--- config.mk ---
export PLATFORM = sky130hd
export DESIGN_NAME = csf_top
export DESIGN_NICKNAME = d
export VERILOG_FILES = /design/src/hw/csf_pulse.v /design/src/hw/csf_top.v
export VERILOG_INCLUDE_DIRS = /design/src /design/src/hw
export SDC_FILE = /design/constraint.sdc
export NUM_CORES = 1
export LEC_CHECK = 0
export BUFFER_PORTS_ARGS = -buffer_cell sky130_fd_sc_hd__buf_4
export CAP_MARGIN = 15
export CORE_UTILIZATION = 63
export CTS_BUF_LIST = sky130_fd_sc_hd__clkbuf_4
export DETAILED_ROUTE_END_ITERATION = 12
export PLACE_DENSITY_LB_ADDON = 0.3
export RECOVER_POWER = 50
export SLEW_MARGIN = 30
export SYNTH_ARGS = -nofsm -noshare
export SYNTH_HDL_FRONTEND = slang
export SYNTH_SLANG_ARGS = --single-unit
--- constraint.sdc ---
create_clock -name CLOCK_I -period 7.72 [get_ports CLOCK_I]
set_input_delay 1.158 -clock CLOCK_I [delete_from_list [all_inputs] [get_ports CLOCK_I]]
set_output_delay 1.158 -clock CLOCK_I [all_outputs]
set_load 0.005 [all_outputs]
--- src/hw/csf_consts.vh ---
// Function
// - Charge-state pin floats when charge monitor select equals 11.
// - Pin low while charging; high when complete, sleeping or disabled.
// - Pin toggles at 1 Hz during input or system overvoltage, thermistor or timer faults.
// - Reportable events emit 256 us interrupt pulses; events in one cycle, or queued during one pulse, share one.
// - Pulses on source type, good source, removal, done, faults, unmasked limits.
// - Charge and battery faults pulse interrupt and stay latched until the fault register is read.
// - No further non-boost fault interrupts until register read and faults cleared.
// - First read returns latched faults; second read returns present faults.
// - Input overvoltage stops switching, sets charge fault 01, pulses interrupt.
// - Input overvoltage recovery is automatic when voltage falls back.
// - System overvoltage stops switching and enables 30 mA discharge.
// - Boost short retries 7 times, then clears boost enable, sets fault.
// - Boost fault flag clears when host re-enables boost.
// - Boost overvoltage stops switching, clears enable, sets boost fault.
// - Thermal regulation cuts current, inhibits termination, halves timer, flags.
// - Thermal shutdown stops converter and switch, sets code, pulses, recovers.
// - Boost thermal shutdown clears boost enable and opens switch until cool.
// - Battery overvoltage disables charging, sets battery fault, pulses.
// - Depletion latches switch off until plug-in; short or precharge current.
// - Switch overcurrent latches switch off until shipping-mode exit events.
// - Safety timer expiry sets charge fault code 11 and pulses.
// - Thermistor fault field always shows the live condition.
`ifndef CSF_CONSTS_VH
`define CSF_CONSTS_VH
`define CSF_CLK_HZ 20000000
`define CSF_PULSE_US 256
`define CSF_BLINK_HZ 1
`define CSF_RETRY_MAX 3'h7
`define CSF_MON_OFF 2'h3
`define CSF_CF_NONE 2'h0
`define CSF_CF_INPUT 2'h1
`define CSF_CF_THERM 2'h2
`define CSF_CF_TIMER 2'h3
`define CSF_ADDR_FAULT 4'h9
`define CSF_ADDR_CTRL 4'h0
`define CSF_ADDR_BOOST 4'h1
`define CSF_ADDR_STAT 4'h8
`define CSF_CTRL_RST 8'h00
`endif

--- src/hw/csf_pulse.v ---
`timescale 1ns/1ps
`include "csf_consts.vh"
// Stretches a one-cycle request into a fixed high pulse on pulse_o followed by a
// low gap one cycle longer; requests arriving while busy are held pending.
module csf_pulse #(
  parameter WIDTH = 5120
) (
  input wire clk_i,
  input wire rst_i,
  input wire req_i,
  output reg pulse_o
);
  reg [15:0] cnt_reg;
  reg pend_reg;
  reg gap_reg;
  always @(posedge clk_i) begin
    if (rst_i) begin
      cnt_reg <= 16'h0000;
      pend_reg <= 1'b0;
      gap_reg <= 1'b0;
      pulse_o <= 1'b0;
    end else begin
      if (req_i)
        pend_reg <= 1'b1;
      if (cnt_reg != 16'h0000) begin
        cnt_reg <= cnt_reg - 16'h0001;
      end else if (pulse_o) begin
        pulse_o <= 1'b0;
        gap_reg <= 1'b1;
        cnt_reg <= WIDTH[15:0] - 16'h0001;
      end else if (gap_reg) begin
        gap_reg <= 1'b0;
      end else if (pend_reg || req_i) begin
        pulse_o <= 1'b1;
        pend_reg <= 1'b0;
        cnt_reg <= WIDTH[15:0] - 16'h0001;
      end
    end
  end
endmodule

--- src/hw/csf_top.v ---
`timescale 1ns/1ps
`include "csf_consts.vh"
module csf_top #(
  parameter PULSE_CYC = (`CSF_CLK_HZ / 1000000) * `CSF_PULSE_US,
  parameter BLINK_HALF = `CSF_CLK_HZ / (2 * `CSF_BLINK_HZ)
) (
  // Clock and reset.
  input wire CLOCK_I,
  input wire SYS_RST_I,
  // Register port.
  input wire [3:0] ADDR_I,
  input wire [7:0] WDATA_I,
  input wire WR_I,
  input wire RD_I,
  output reg [7:0] RDATA_O,
  // Charger state.
  input wire CHARGING_I,
  input wire CHG_DONE_I,
  input wire SRC_TYPE_DONE_I,
  input wire GOOD_SRC_I,
  input wire INPUT_REMOVED_I,
  input wire VLIMIT_EVT_I,
  input wire ILIMIT_EVT_I,
  input wire BOOST_MODE_I,
  // Protection monitors, levels.
  input wire INPUT_OV_I,
  input wire SYS_OV_I,
  input wire BAT_OV_I,
  input wire BOOST_SHORT_I,
  input wire BOOST_OV_I,
  input wire TJ_REG_I,
  input wire TJ_SHUT_I,
  input wire TJ_COOL_I,
  input wire THERM_FAULT_I,
  input wire TIMER_EXP_I,
  input wire BAT_DEPLETED_I,
  input wire BAT_SHORT_I,
  input wire SW_OC_I,
  input wire SHIP_EXIT_I,
  input wire PLUG_IN_I,
  // Pins, open drain: enable low drives low.
  output reg STAT_OE_N_O,
  output reg INT_OE_N_O,
  // Power stage controls.
  output reg SWITCH_STOP_O,
  output reg SYS_DISCHG_O,
  output reg BOOST_EN_O,
  output reg BAT_SW_ON_O,
  output reg CHG_DISABLE_O,
  output reg CUR_REDUCE_O,
  output reg TERM_INHIBIT_O,
  output reg TIMER_HALF_O,
  output reg SHORT_CUR_O,
  output reg PRECHG_CUR_O
);
  reg [1:0] mon_sel_reg;
  reg vlim_mask_reg;
  reg ilim_mask_reg;
  reg boost_short_d_reg;
  reg [2:0] retry_reg;
  reg [1:0] cf_live;
  reg [7:0] fault_live;
  reg [7:0] fault_lat_reg;
  reg fault_lock_reg;
  reg tshut_reg;
  reg dep_latch_reg;
  reg oc_latch_reg;
  reg [24:0] blink_cnt_reg;
  reg blink_reg;
  reg [7:0] prev_ev_reg;
  reg [7:0] ev_now;
  reg fault_new;
  reg int_req;
  wire int_pulse;
  wire rd_fault;
  wire boost_fail;

  function [7:0] rising;
    input [7:0] now;
    input [7:0] was;
    begin
      rising = now & ~was;
    end
  endfunction

  assign rd_fault = RD_I && (ADDR_I == `CSF_ADDR_FAULT);
  assign boost_fail = BOOST_SHORT_I && !boost_short_d_reg &&
                      (retry_reg == `CSF_RETRY_MAX);

  always @* begin
    cf_live = `CSF_CF_NONE;
    if (TIMER_EXP_I)
      cf_live = `CSF_CF_TIMER;
    if (tshut_reg)
      cf_live = `CSF_CF_THERM;
    if (INPUT_OV_I)
      cf_live = `CSF_CF_INPUT;
    // Bit 6 boost fault, 5:4 charge code, 3 battery, 2:0 thermistor.
    fault_live = {1'b0, fault_lat_reg[6], cf_live, BAT_OV_I, 2'b00,
                  THERM_FAULT_I};
    ev_now = {SRC_TYPE_DONE_I, GOOD_SRC_I, INPUT_REMOVED_I, CHG_DONE_I,
              VLIMIT_EVT_I & ~vlim_mask_reg, ILIMIT_EVT_I & ~ilim_mask_reg,
              2'b00};
    fault_new = (INPUT_OV_I | tshut_reg | TIMER_EXP_I | BAT_OV_I |
                 THERM_FAULT_I) & ~fault_lock_reg;
    int_req = (|rising(ev_now, prev_ev_reg)) | fault_new | boost_fail |
              (BOOST_OV_I & BOOST_EN_O);
  end

  csf_pulse #(
    .WIDTH(PULSE_CYC)
  ) u_pulse (
    .clk_i(CLOCK_I),
    .rst_i(SYS_RST_I),
    .req_i(int_req),
    .pulse_o(int_pulse)
  );

  always @(posedge CLOCK_I) begin
    if (SYS_RST_I) begin
      mon_sel_reg <= 2'h0;
      vlim_mask_reg <= 1'b0;
      ilim_mask_reg <= 1'b0;
      boost_short_d_reg <= 1'b0;
      retry_reg <= 3'h0;
      fault_lat_reg <= 8'h00;
      fault_lock_reg <= 1'b0;
      tshut_reg <= 1'b0;
      dep_latch_reg <= 1'b0;
      oc_latch_reg <= 1'b0;
      blink_cnt_reg <= 25'h0000000;
      blink_reg <= 1'b0;
      prev_ev_reg <= 8'h00;
      RDATA_O <= 8'h00;
      STAT_OE_N_O <= 1'b1;
      INT_OE_N_O <= 1'b1;
      SWITCH_STOP_O <= 1'b0;
      SYS_DISCHG_O <= 1'b0;
      BOOST_EN_O <= 1'b0;
      BAT_SW_ON_O <= 1'b1;
      CHG_DISABLE_O <= 1'b0;
      CUR_REDUCE_O <= 1'b0;
      TERM_INHIBIT_O <= 1'b0;
      TIMER_HALF_O <= 1'b0;
      SHORT_CUR_O <= 1'b0;
      PRECHG_CUR_O <= 1'b0;
    end else begin
      prev_ev_reg <= ev_now;
      boost_short_d_reg <= BOOST_SHORT_I;
      INT_OE_N_O <= ~int_pulse;
      // Thermal shutdown holds until the cool-down point is crossed.
      if (TJ_SHUT_I)
        tshut_reg <= 1'b1;
      else if (TJ_COOL_I)
        tshut_reg <= 1'b0;
      // Register writes; a boost re-enable clears the boost fault.
      if (WR_I && ADDR_I == `CSF_ADDR_CTRL) begin
        mon_sel_reg <= WDATA_I[6:5];
        vlim_mask_reg <= WDATA_I[1];
        ilim_mask_reg <= WDATA_I[0];
      end
      if (BOOST_SHORT_I && !boost_short_d_reg)
        retry_reg <= (retry_reg == `CSF_RETRY_MAX) ? 3'h0 :
                     retry_reg + 3'h1;
      if (!BOOST_EN_O)
        retry_reg <= 3'h0;
      if (WR_I && ADDR_I == `CSF_ADDR_BOOST && WDATA_I[0]) begin
        BOOST_EN_O <= 1'b1;
        fault_lat_reg[6] <= 1'b0;
      end else if (WR_I && ADDR_I == `CSF_ADDR_BOOST) begin
        BOOST_EN_O <= 1'b0;
      end
      if (boost_fail || (BOOST_OV_I && BOOST_EN_O) ||
          (TJ_SHUT_I && BOOST_MODE_I)) begin
        BOOST_EN_O <= 1'b0;
        if (!TJ_SHUT_I || boost_fail || BOOST_OV_I)
          fault_lat_reg[6] <= 1'b1;
      end
      // Fault register: read returns latched state, then relatches live.
      if (rd_fault) begin
        RDATA_O <= {fault_lat_reg[7:3], 2'b00, THERM_FAULT_I};
        fault_lat_reg[5:0] <= fault_live[5:0];
        fault_lock_reg <= |fault_live[5:0];
      end else begin
        if (RD_I && ADDR_I == `CSF_ADDR_STAT)
          RDATA_O <= {CUR_REDUCE_O, BAT_SW_ON_O, BOOST_EN_O, 3'h0,
                      mon_sel_reg};
        else if (RD_I && ADDR_I == `CSF_ADDR_CTRL)
          RDATA_O <= {1'b0, mon_sel_reg, 3'h0, vlim_mask_reg, ilim_mask_reg};
        else if (RD_I && ADDR_I == `CSF_ADDR_BOOST)
          RDATA_O <= {7'h00, BOOST_EN_O};
        else if (RD_I)
          RDATA_O <= 8'hff;
        if (|fault_new)
          fault_lock_reg <= 1'b1;
        // Charge code keeps its first value and the battery flag accumulates; thermistor bits follow live.
        fault_lat_reg[5:4] <= (fault_lat_reg[5:4] != `CSF_CF_NONE) ?
                              fault_lat_reg[5:4] : cf_live;
        fault_lat_reg[3] <= fault_lat_reg[3] | BAT_OV_I;
        fault_lat_reg[2:0] <= {2'b00, THERM_FAULT_I};
      end
      SWITCH_STOP_O <= INPUT_OV_I | SYS_OV_I | tshut_reg |
                       (BOOST_OV_I & BOOST_MODE_I);
      SYS_DISCHG_O <= SYS_OV_I;
      CHG_DISABLE_O <= BAT_OV_I | tshut_reg;
      CUR_REDUCE_O <= TJ_REG_I & ~BOOST_MODE_I;
      TERM_INHIBIT_O <= TJ_REG_I & ~BOOST_MODE_I;
      TIMER_HALF_O <= TJ_REG_I & ~BOOST_MODE_I;
      // Switch latches: depletion until plug-in, overcurrent until exit or plug-in.
      if (BAT_DEPLETED_I)
        dep_latch_reg <= 1'b1;
      else if (PLUG_IN_I)
        dep_latch_reg <= 1'b0;
      if (SW_OC_I)
        oc_latch_reg <= 1'b1;
      else if (SHIP_EXIT_I || PLUG_IN_I)
        oc_latch_reg <= 1'b0;
      BAT_SW_ON_O <= ~(dep_latch_reg | oc_latch_reg | tshut_reg |
                       BAT_DEPLETED_I | SW_OC_I);
      SHORT_CUR_O <= CHARGING_I & BAT_SHORT_I;
      PRECHG_CUR_O <= CHARGING_I & ~BAT_SHORT_I & BAT_DEPLETED_I;
      // Half-period counter for the 1 Hz blink.
      if (blink_cnt_reg >= BLINK_HALF[24:0] - 25'h0000001) begin
        blink_cnt_reg <= 25'h0000000;
        blink_reg <= ~blink_reg;
      end else begin
        blink_cnt_reg <= blink_cnt_reg + 25'h0000001;
      end
      if (mon_sel_reg == `CSF_MON_OFF)
        STAT_OE_N_O <= 1'b1;
      else if (INPUT_OV_I | THERM_FAULT_I | TIMER_EXP_I | SYS_OV_I)
        STAT_OE_N_O <= blink_reg;
      else
        STAT_OE_N_O <= ~(CHARGING_I & ~CHG_DONE_I);
    end
  end
endmodule

## After elaboration in Yosys (flattened, before gate mapping)

Index checks and enable logic that the tools add are counted.

- $add $sub $neg: 3
- $lt $le $gt $ge: 1
- Equal/unequal tests: 7
- Multiplexer cells: 38
- Bitwise operators: 42
- Reduce and logical (&&, ||, !) cells: 39

Operators by type and width:

| cell | count |
|---|---|
| $mux 16 | 4 |
| $mux 8 | 5 |
| $add 25x1->25 const B | 1 |
| $ge 25x24->1 const B | 1 |
| $mux 1 | 23 |
| $or 1x1->1 | 19 |
| $reduce_bool 16->1 | 1 |
| $sub 16x1->16 const B | 1 |
| $reduce_bool 2->1 | 6 |
| $logic_and 1x1->1 | 11 |
| $not 1->1 | 11 |
| $and 1x1->1 | 10 |
| $reduce_or 2->1 | 5 |
| $and 8x8->8 | 1 |
| $eq 4x4->1 const B | 2 |
| $mux 2 | 4 |
| $not 8->8 | 1 |
| $reduce_or 8->1 | 1 |
| $logic_or 1x1->1 | 6 |
| $mux 6 | 1 |
| $reduce_bool 5->1 | 1 |
| $reduce_or 5->1 | 1 |
| $eq 4x1->1 const B | 1 |
| $logic_not 4->1 | 1 |
| 11 further kinds | 12 |

- Flip-flop bits (word level): 90
- Bits of input ports: 39
- Output and inout bits: 20
- Word-level logic and storage cells: 162

## Depth between registers and ports, before layout

Gate-level depths: netlist of run 1.

- Word-level depth: 13
- Mapped depth: 9
- Depth with buffers taken out: 7

## By module

A second synthesis of run 1 with hierarchy kept.

- Cell total of the unflattened synthesis: 414
- Area, all modules: 3,827.4 sq um

Modules (own cells, without submodules):

| module | instances | cells each | area each (sq um) |
|---|---|---|---|
| csf_top | 1 | 307 | 2,876.5 |
| csf_pulse | 1 | 107 | 950.9 |

## Worst setup path before layout of run 1

No wires, ideal clock.

- Path kind: input -> register
- Start: input VLIMIT_EVT_I
- End: register u_pulse.cnt_reg[6]
- Library setup time: 0.132 ns
- Arrival time: 2.686 ns
- Data required time: 7.588 ns
- Slack: 4.901 ns
- Stages: 7
- Buffers on the path: 1
- Cells stage by stage: nor3b_1 -> or4_1 -> o41a_1 -> nor3_4 -> buf_6 -> or2_2 -> a21oi_1

- Longest elaborated chain between the ends: 9

Ends and longest elaborated chain:

| element | RTL line | text |
|---|---|---|
| start: declaration | csf_top.v:22 | `input wire VLIMIT_EVT_I,` |
| $and 1x1->1 | csf_top.v:102 | `VLIMIT_EVT_I & ~vlim_mask_reg, ILIMIT_EVT_I & ~ilim_mask_reg,` |
| $and 8x8->8 | csf_top.v:82 | `rising = now & ~was;` |
| $reduce_or 8->1 | csf_top.v:106 | `int_req = (\|rising(ev_now, prev_ev_reg)) \| fault_new \| boost_fail \|` |
| $or 1x1->1 (3 in a row) | csf_top.v:106 |  |
| $logic_or 1x1->1 | csf_pulse.v:33 | `end else if (pend_reg \|\| req_i) begin` |
| $reduce_bool 3->1 (no line) | -- |  |
| $reduce_and 2->1 (no line) | -- |  |
| end signal: assignment | csf_pulse.v:26 | `cnt_reg <= cnt_reg - 16'h0001;` |
| end signal: assignment | csf_pulse.v:30 | `cnt_reg <= WIDTH[15:0] - 16'h0001;` |
| end signal: assignment | csf_pulse.v:36 | `cnt_reg <= WIDTH[15:0] - 16'h0001;` |
| end: declaration | csf_pulse.v:13 | `reg [15:0] cnt_reg;` |

Every way passes these cells.
A chain may end at the register's enable or synchronous reset.

## Worst setup path in the final report of run 1

- Start: register u_pulse.cnt_reg[7]
- End: register u_pulse.cnt_reg[5]

- Longest elaborated chain between the ends: 3
- Elaborated cells between the ends (all ways): 5
- Classes of those cells: 1 x eq/ne; 1 x mux; 3 x reduce/logical

Ends and longest elaborated chain:

| element | RTL line | text |
|---|---|---|
| $reduce_bool 16->1 * | csf_pulse.v:25 | `if (cnt_reg != 16'h0000) begin` |
| $ne 3x2->1 (no line) / $reduce_bool 3->1 (equally long branches) | -- |  |
| $reduce_and 2->1 (no line) | -- |  |

Every way passes the cells marked *; elsewhere a longest branch is shown, timed or not.

==> impl_metrics.tcl, run 1 <==
set metrics [dict create \
    startpoint_type "register" \
    r2r_start "u_pulse.cnt_reg[7]" \
    ys_seq_area_share_pct 47.3 \
    critPathLaunch "u_pulse.cnt_reg[7]" \
    drt-initial-drc-count 189 \
    syn_nets 451 \
    synth_edf_count 0 \
    async_flop_share_pct 0 \
    die-area_um2 6020 \
    synth_warnings 0 \
    vias_per_cell 5.88 \
    pwr-share-seq_pct 52.3 \
    outcome "finished with violations" \
    drt_pass1_iterations 7 \
    cp.required_ns 7.96 \
    nFillCells 397 \
    place_ws_ns 4.34 \
    die_w_um 77.6 \
    worstRegToRegCells 6 \
    cts-hold-fix-buffers 0 \
    cts_max_path_buffers 2 \
    yosysTopAreaCell "dfxtp_1" \
    wl_mm 7.72 \
    hp-start "u_pulse.gap_reg" \
    antenna_found_initial 0 \
    nNetsFinal 499 \
    drc_errors 0 \
    finalCriticalPeriod_ns 3.25 \
    synth_top_area_share_pct 47.3 \
    cts_tree "built" \
    gr-total-overflow 0 \
    hpwl_mm 5.32 \
    finish.utilization_pct 75.3 \
    drv_cap 1 \
    ys_seq_elements 85 \
    worstPathArrival_ns 3.49 \
    path_class "reg2reg" \
    die-height_um 77.6 \
    switching_power_uw 317 \
    drive_above_1_share_pct 16.5 \
    worst_pin_slew_ns 2.24 \
    grt_pass1_vias 2867 \
    wl_per_cell_um 14.5 \
    cts_buffers 9 \
    end_kind "register" \
    final_max_slew_viol_count 57 \
    root_buffer "clkbuf_4" \
    post-route-period-util_pct 42.1 \
    synth_commonest_cells "dfxtp_1 (85), nor2_1 (65), a21oi_1 (28), nand2_1 (21), nand3_1 (15)" \
    swShare_pct 31.2 \
    cts_max_level 3 \
    final_antenna_net_count 0 \
    finalClockSkew_ns 0.0227 \
    ctsResizeCount 0 \
    setup-tns-final_ns 0 \
    track_usage_pct 26.4 \
    ir_worst_vdd_mv 0.170 \
    finalWeightedCongestion 0.837 \
    clk_latency_ns 0.45 \
    coreArea_um2 5510 \
    ys.flop_type "dfxtp_1" \
    violations "max-capacitance violations, max-slew violations" \
    p_int_uw 701 \
    n_antenna_cell 0 \
    initial_core_util_pct 65.4 \
    max_freq_mhz 308 \
    yosysMostFrequentCell "dfxtp_1" \
    power_density_nw_per_um2 246 \
    area_growth_pct 15.1 \
    syn_area_per_cell_um2 8.83 \
    hold_violations 0 \
    p_leak_uw 0.00169 \
    syn_inst 408 \
    cts_sinks 85 \
    grt_first_pass_wirelength_mm 12.5 \
    setup_slack_ns 4.47 \
    syn_area_um2 3600 \
    hold_path_class "reg2reg" \
    p_comb_share_pct 23.3 \
    vias 3136 \
    cts_setup_buffers 0 \
    slew_headroom_pct -49.3 \
    grt_max_degree 57 \
    io_buffers 54 \
    pin_count 59 \
    yosys.cell_types.count 54 \
    clk_pin_slew_ns 0.12 \
    cp_max_fo 19 \
    synth_area_leaders "dfxtp_1 (47%), nor2_1 (6.8%), a21oi_1 (3.9%)" \
    pwr-share-clk_pct 24.4 \
    setup_viol 0 \
    whs_path_depth 2 \
    rsz0062_at_grt "false" \
    largest_reg_flops 25 \
    core.rowCount 27 \
]
[layout by cell type (no fill, tap or decap), types with 4 or more instances in the layout]
cell type / count
or4_1: 9
nor2b_1: 9
o31ai_1: 4
buf_4: 34
o21ai_0: 10
and3_1: 10
ha_1: 4
nor4_1: 8
a21o_1: 5
nand2b_1: 6
nor2_1: 65
a31oi_1: 4
nand4_1: 5
nor3_1: 9
or2_2: 4
nand2_1: 21
a21oi_1: 28
nand3_1: 15
xnor2_1: 11
clkbuf_4: 28
xor2_1: 13
dfxtp_1: 85
inv_1: 12
nor3b_1: 6
mux2i_1: 8
[critical path: stages (launching register included)]
cell and delay (ns):
dfxtp_1 0.38, or4_4 0.56, or4_4 0.46, or4_1 0.67, nor3_4 0.59, or2_2 0.28
o32ai_1 0.10
[final timing paths]
check             slack (ns)                  to
setup / recovery        4.47  u_pulse.cnt_reg[5]
hold / removal          0.46     u_pulse.gap_reg
setup reg to reg        4.47  u_pulse.cnt_reg[5]
hold reg to reg         0.46     u_pulse.gap_reg
[area by class of cell]
cell class / instances / area (um^2) / share of cell area (%)
Sequential cell: 85 / 1700 / 41.0
Inverter: 12 / 45.0 / 1.09
Clock buffer: 9 / 67.6 / 1.63
Multi-Input combinational cell: 294 / 1770 / 42.8
Clock inverter: 7 / 66.3 / 1.60
Timing Repair Buffer: 54 / 402 / 9.69
Tap cell: 72 / 90.1 / 2.17
[per-layer routing]
layer / part of all wire (%) / vias to the layer above / global-route usage, %
met3: 4.7 / 16 / 4.24
met2: 49 / 93 / 45.8
li1: - / 1540 / -
met4: 2.1 / 0 / 14.2
met1: 44 / 1487 / 31.0
met5: 0 / - / 0
[kinds of logic after synthesis]
family	Yosys count	share of synthesized area [%]
AO/OA/AOI/OAI	74	12.9
adder cells (fa/ha/maj)	4	1.39
multiplexers	9	2.54
flip-flops	85	47.3
buffers and inverters	29	3.47
XOR/XNOR	24	5.84
other	1	0.104
AND/OR/NAND/NOR	182	26.5
[stage by stage]
step	hold WS, ns	total power [uW]	cell area, um^2	std cells
floorplan	0.417	712	3600	408
global placement	0.426	762	4020	517
detailed placement	0.445	777	4020	517
CTS	0.463	1020	4150	533
global route	0.476	1070	4150	533
finish	0.462	1020	4150	533
[power groups by stage]
| stage | Combinational (uW) | Clock (uW) | Sequential [uW] |
|---|---|---|---|
| 6_report | 238 | 249 | 532 |
| 5_1_grt | 269 | 265 | 540 |
| 4_1_cts | 238 | 250 | 531 |
| 3_5_place_dp | 236 | 0 | 540 |
| 3_3_place_gp | 225 | 0 | 537 |
| 2_1_floorplan | 180 | 0 | 531 |
Power figures use the tool's default switching activity.
==> run 2: changes to the inputs <==
--- a/config.mk
+++ b/config.mk
@@ -8,7 +8,7 @@
 export LEC_CHECK = 0
 export BUFFER_PORTS_ARGS = -buffer_cell sky130_fd_sc_hd__buf_4
 export CAP_MARGIN = 15
-export CORE_UTILIZATION = 63
+export CORE_UTILIZATION = 52
 export CTS_BUF_LIST = sky130_fd_sc_hd__clkbuf_4
 export DETAILED_ROUTE_END_ITERATION = 12
 export PLACE_DENSITY_LB_ADDON = 0.3
==> constraint.sdc (replaced) <==
create_clock -name CLOCK_I -period 2.7 [get_ports CLOCK_I]
set_input_delay 0.405 -clock CLOCK_I [delete_from_list [all_inputs] [get_ports CLOCK_I]]
set_output_delay 0.405 -clock CLOCK_I [all_outputs]
set_load 0.005 [all_outputs]
==> run 2 against run 1 <==
Compared with the run above:
- the run now ends clean
- via count fell by 2.2%
- cell count rose by 2.4%
- sequential power rose to 2.8 times the previous value
- clock skew fell by 0.0048 ns
- non-clock buffer count rose by 9
- critical path depth rose by 1
- clock-buffer cell count rose by 2
- worst setup slack got worse by 4.3 ns
- critical endpoint is now u_pulse.cnt_reg[1]
- largest cell class unchanged
- largest power group unchanged
==> impl_metrics.tcl, run 2 (synthesis gave the netlist of run 1 again) <==
set metrics [dict create \
    outcome "finished clean" \
    io_buffers 54 \
    finalClockSkew_ns 0.0179 \
    final_antenna_net_count 0 \
    dp.cells 531 \
    power.total_uw 3120 \
    cts_max_level 3 \
    core.rowCount 29 \
    p_int_uw 2250 \
    cts_tree "built" \
    vias_per_cell 5.62 \
    p_comb_share_pct 23.4 \
    setup_viol 0 \
    grt_pass1_vias 2864 \
    cts-hold-fix-buffers 0 \
    final_max_slew_viol_count 0 \
    path_class "reg2reg" \
    startpoint_type "register" \
    layout_common_cells "dfxtp_1 (85), nor2_1 (65), buf_4 (46), a21oi_1 (28), clkbuf_4 (24)" \
    vias 3067 \
    swShare_pct 27.9 \
    dpl_cell_area_um2 4090 \
    coreArea_um2 6530 \
    final_common_cell "dfxtp_1" \
    drc_errors 0 \
    hold_violations 0 \
    wl_mm 7.24 \
    post-route-period-util_pct 93.6 \
    cts_buffers 9 \
    area_growth_pct 18.5 \
    cp_max_fo 9 \
    initial_core_util_pct 55.1 \
    design_area_um2 4270 \
    pwr-share-seq_pct 48.4 \
    die-height_um 85.2 \
    power_density_nw_per_um2 732 \
    end_kind "register" \
    track_usage_pct 20.9 \
    max_freq_mhz 396 \
    clk_pin_slew_ns 0.12 \
    finalCriticalPeriod_ns 2.53 \
    drive_above_1_share_pct 17.9 \
    nNetsFinal 508 \
    drt-initial-drc-count 111 \
    regArea_um2 1700 \
    setup-tns-final_ns 0 \
    grt_first_pass_wirelength_mm 12.2 \
    drt_pass1_iterations 4 \
    multi_input_area_um2 1780 \
    cts_sinks 85 \
    finalWeightedCongestion 0.867 \
    hpwl_mm 5.24 \
    hold_path_class "in2reg" \
    die-area_um2 7260 \
    pin_count 59 \
    cts_setup_buffers 0 \
    ctsResizeCount 0 \
    drv_cap 0 \
    cts_max_path_buffers 2 \
    largest_reg_flops 25 \
    n_antenna_cell 0 \
    pwr-share-clk_pct 28.2 \
    antenna_found_initial 0 \
    p_leak_uw 0.00175 \
    ir_worst_vdd_mv 0.421 \
    gr-total-overflow 0 \
    root_buffer "clkbuf_4" \
    fin_hold_ws_ns 0.149 \
    cp.required_ns 3.04 \
    worstPathArrival_ns 2.87 \
    grt_max_degree 47 \
    wl_per_cell_um 13.3 \
    die_w_um 85.2 \
    switching_power_uw 872 \
    nFillCells 548 \
    rsz0062_at_grt "false" \
    fin_cells 546 \
    clk_latency_ns 0.42 \
]
[run 2: worst max-delay path: stages (launching register included)]
cell and delay (ns):
dfxtp_1 0.36, or4_4 0.54, or4_4 0.46, or4_4 0.52, nor3_4 0.17, buf_6 0.15
nor2b_1 0.04, a211oi_1 0.21
[run 2: layer usage]
layer  vias up  share of wire, %  track usage [%]
met2        72                49             35.9
met4         0               1.4             6.78
met1      1430                44             24.9
met3        12               5.6             6.52
met5         -                 0                0
li1       1553                 -                -
[run 2: power groups by stage]
| stage | clock network, uW | logic (uW) | registers, uW |
|---|---|---|---|
| 2_1_floorplan | 0 | 516 | 1520 |
| 3_3_place_gp | 0 | 695 | 1530 |
| 3_5_place_dp | 0 | 724 | 1540 |
| 4_1_cts | 903 | 731 | 1510 |
| 5_1_grt | 960 | 816 | 1540 |
| 6_report | 881 | 730 | 1510 |
[run 2: path summary, 6_finish.rpt]
path / startpoint / to / slack, ns / cells after the start
max: u_pulse.cnt_reg[8] / u_pulse.cnt_reg[1] / 0.17 / 7
min reg2reg: u_pulse.gap_reg / u_pulse.gap_reg / 0.46 / 2
min: BAT_SHORT_I / PRECHG_CUR_O / 0.15 / 2
max reg2reg: u_pulse.cnt_reg[8] / u_pulse.cnt_reg[1] / 0.17 / 7
[run 2: layout make-up]
cell class	instances	area share, %
Multi-Input combinational cell	294	41.7
Clock buffer	11	1.94
Tap cell	77	2.26
Clock inverter	4	2.29
Inverter	12	1.06
Timing Repair Buffer	63	10.9
Sequential cell	85	39.9
[run 2: through the flow]
stage               utilization (%)  setup WS (ns)
floorplan                         -         0.0657
global placement               62.6          0.142
detailed placement             62.6         0.0721
CTS                            65.4         0.0450
global route                   65.3         0.0496
finish                         65.3          0.174
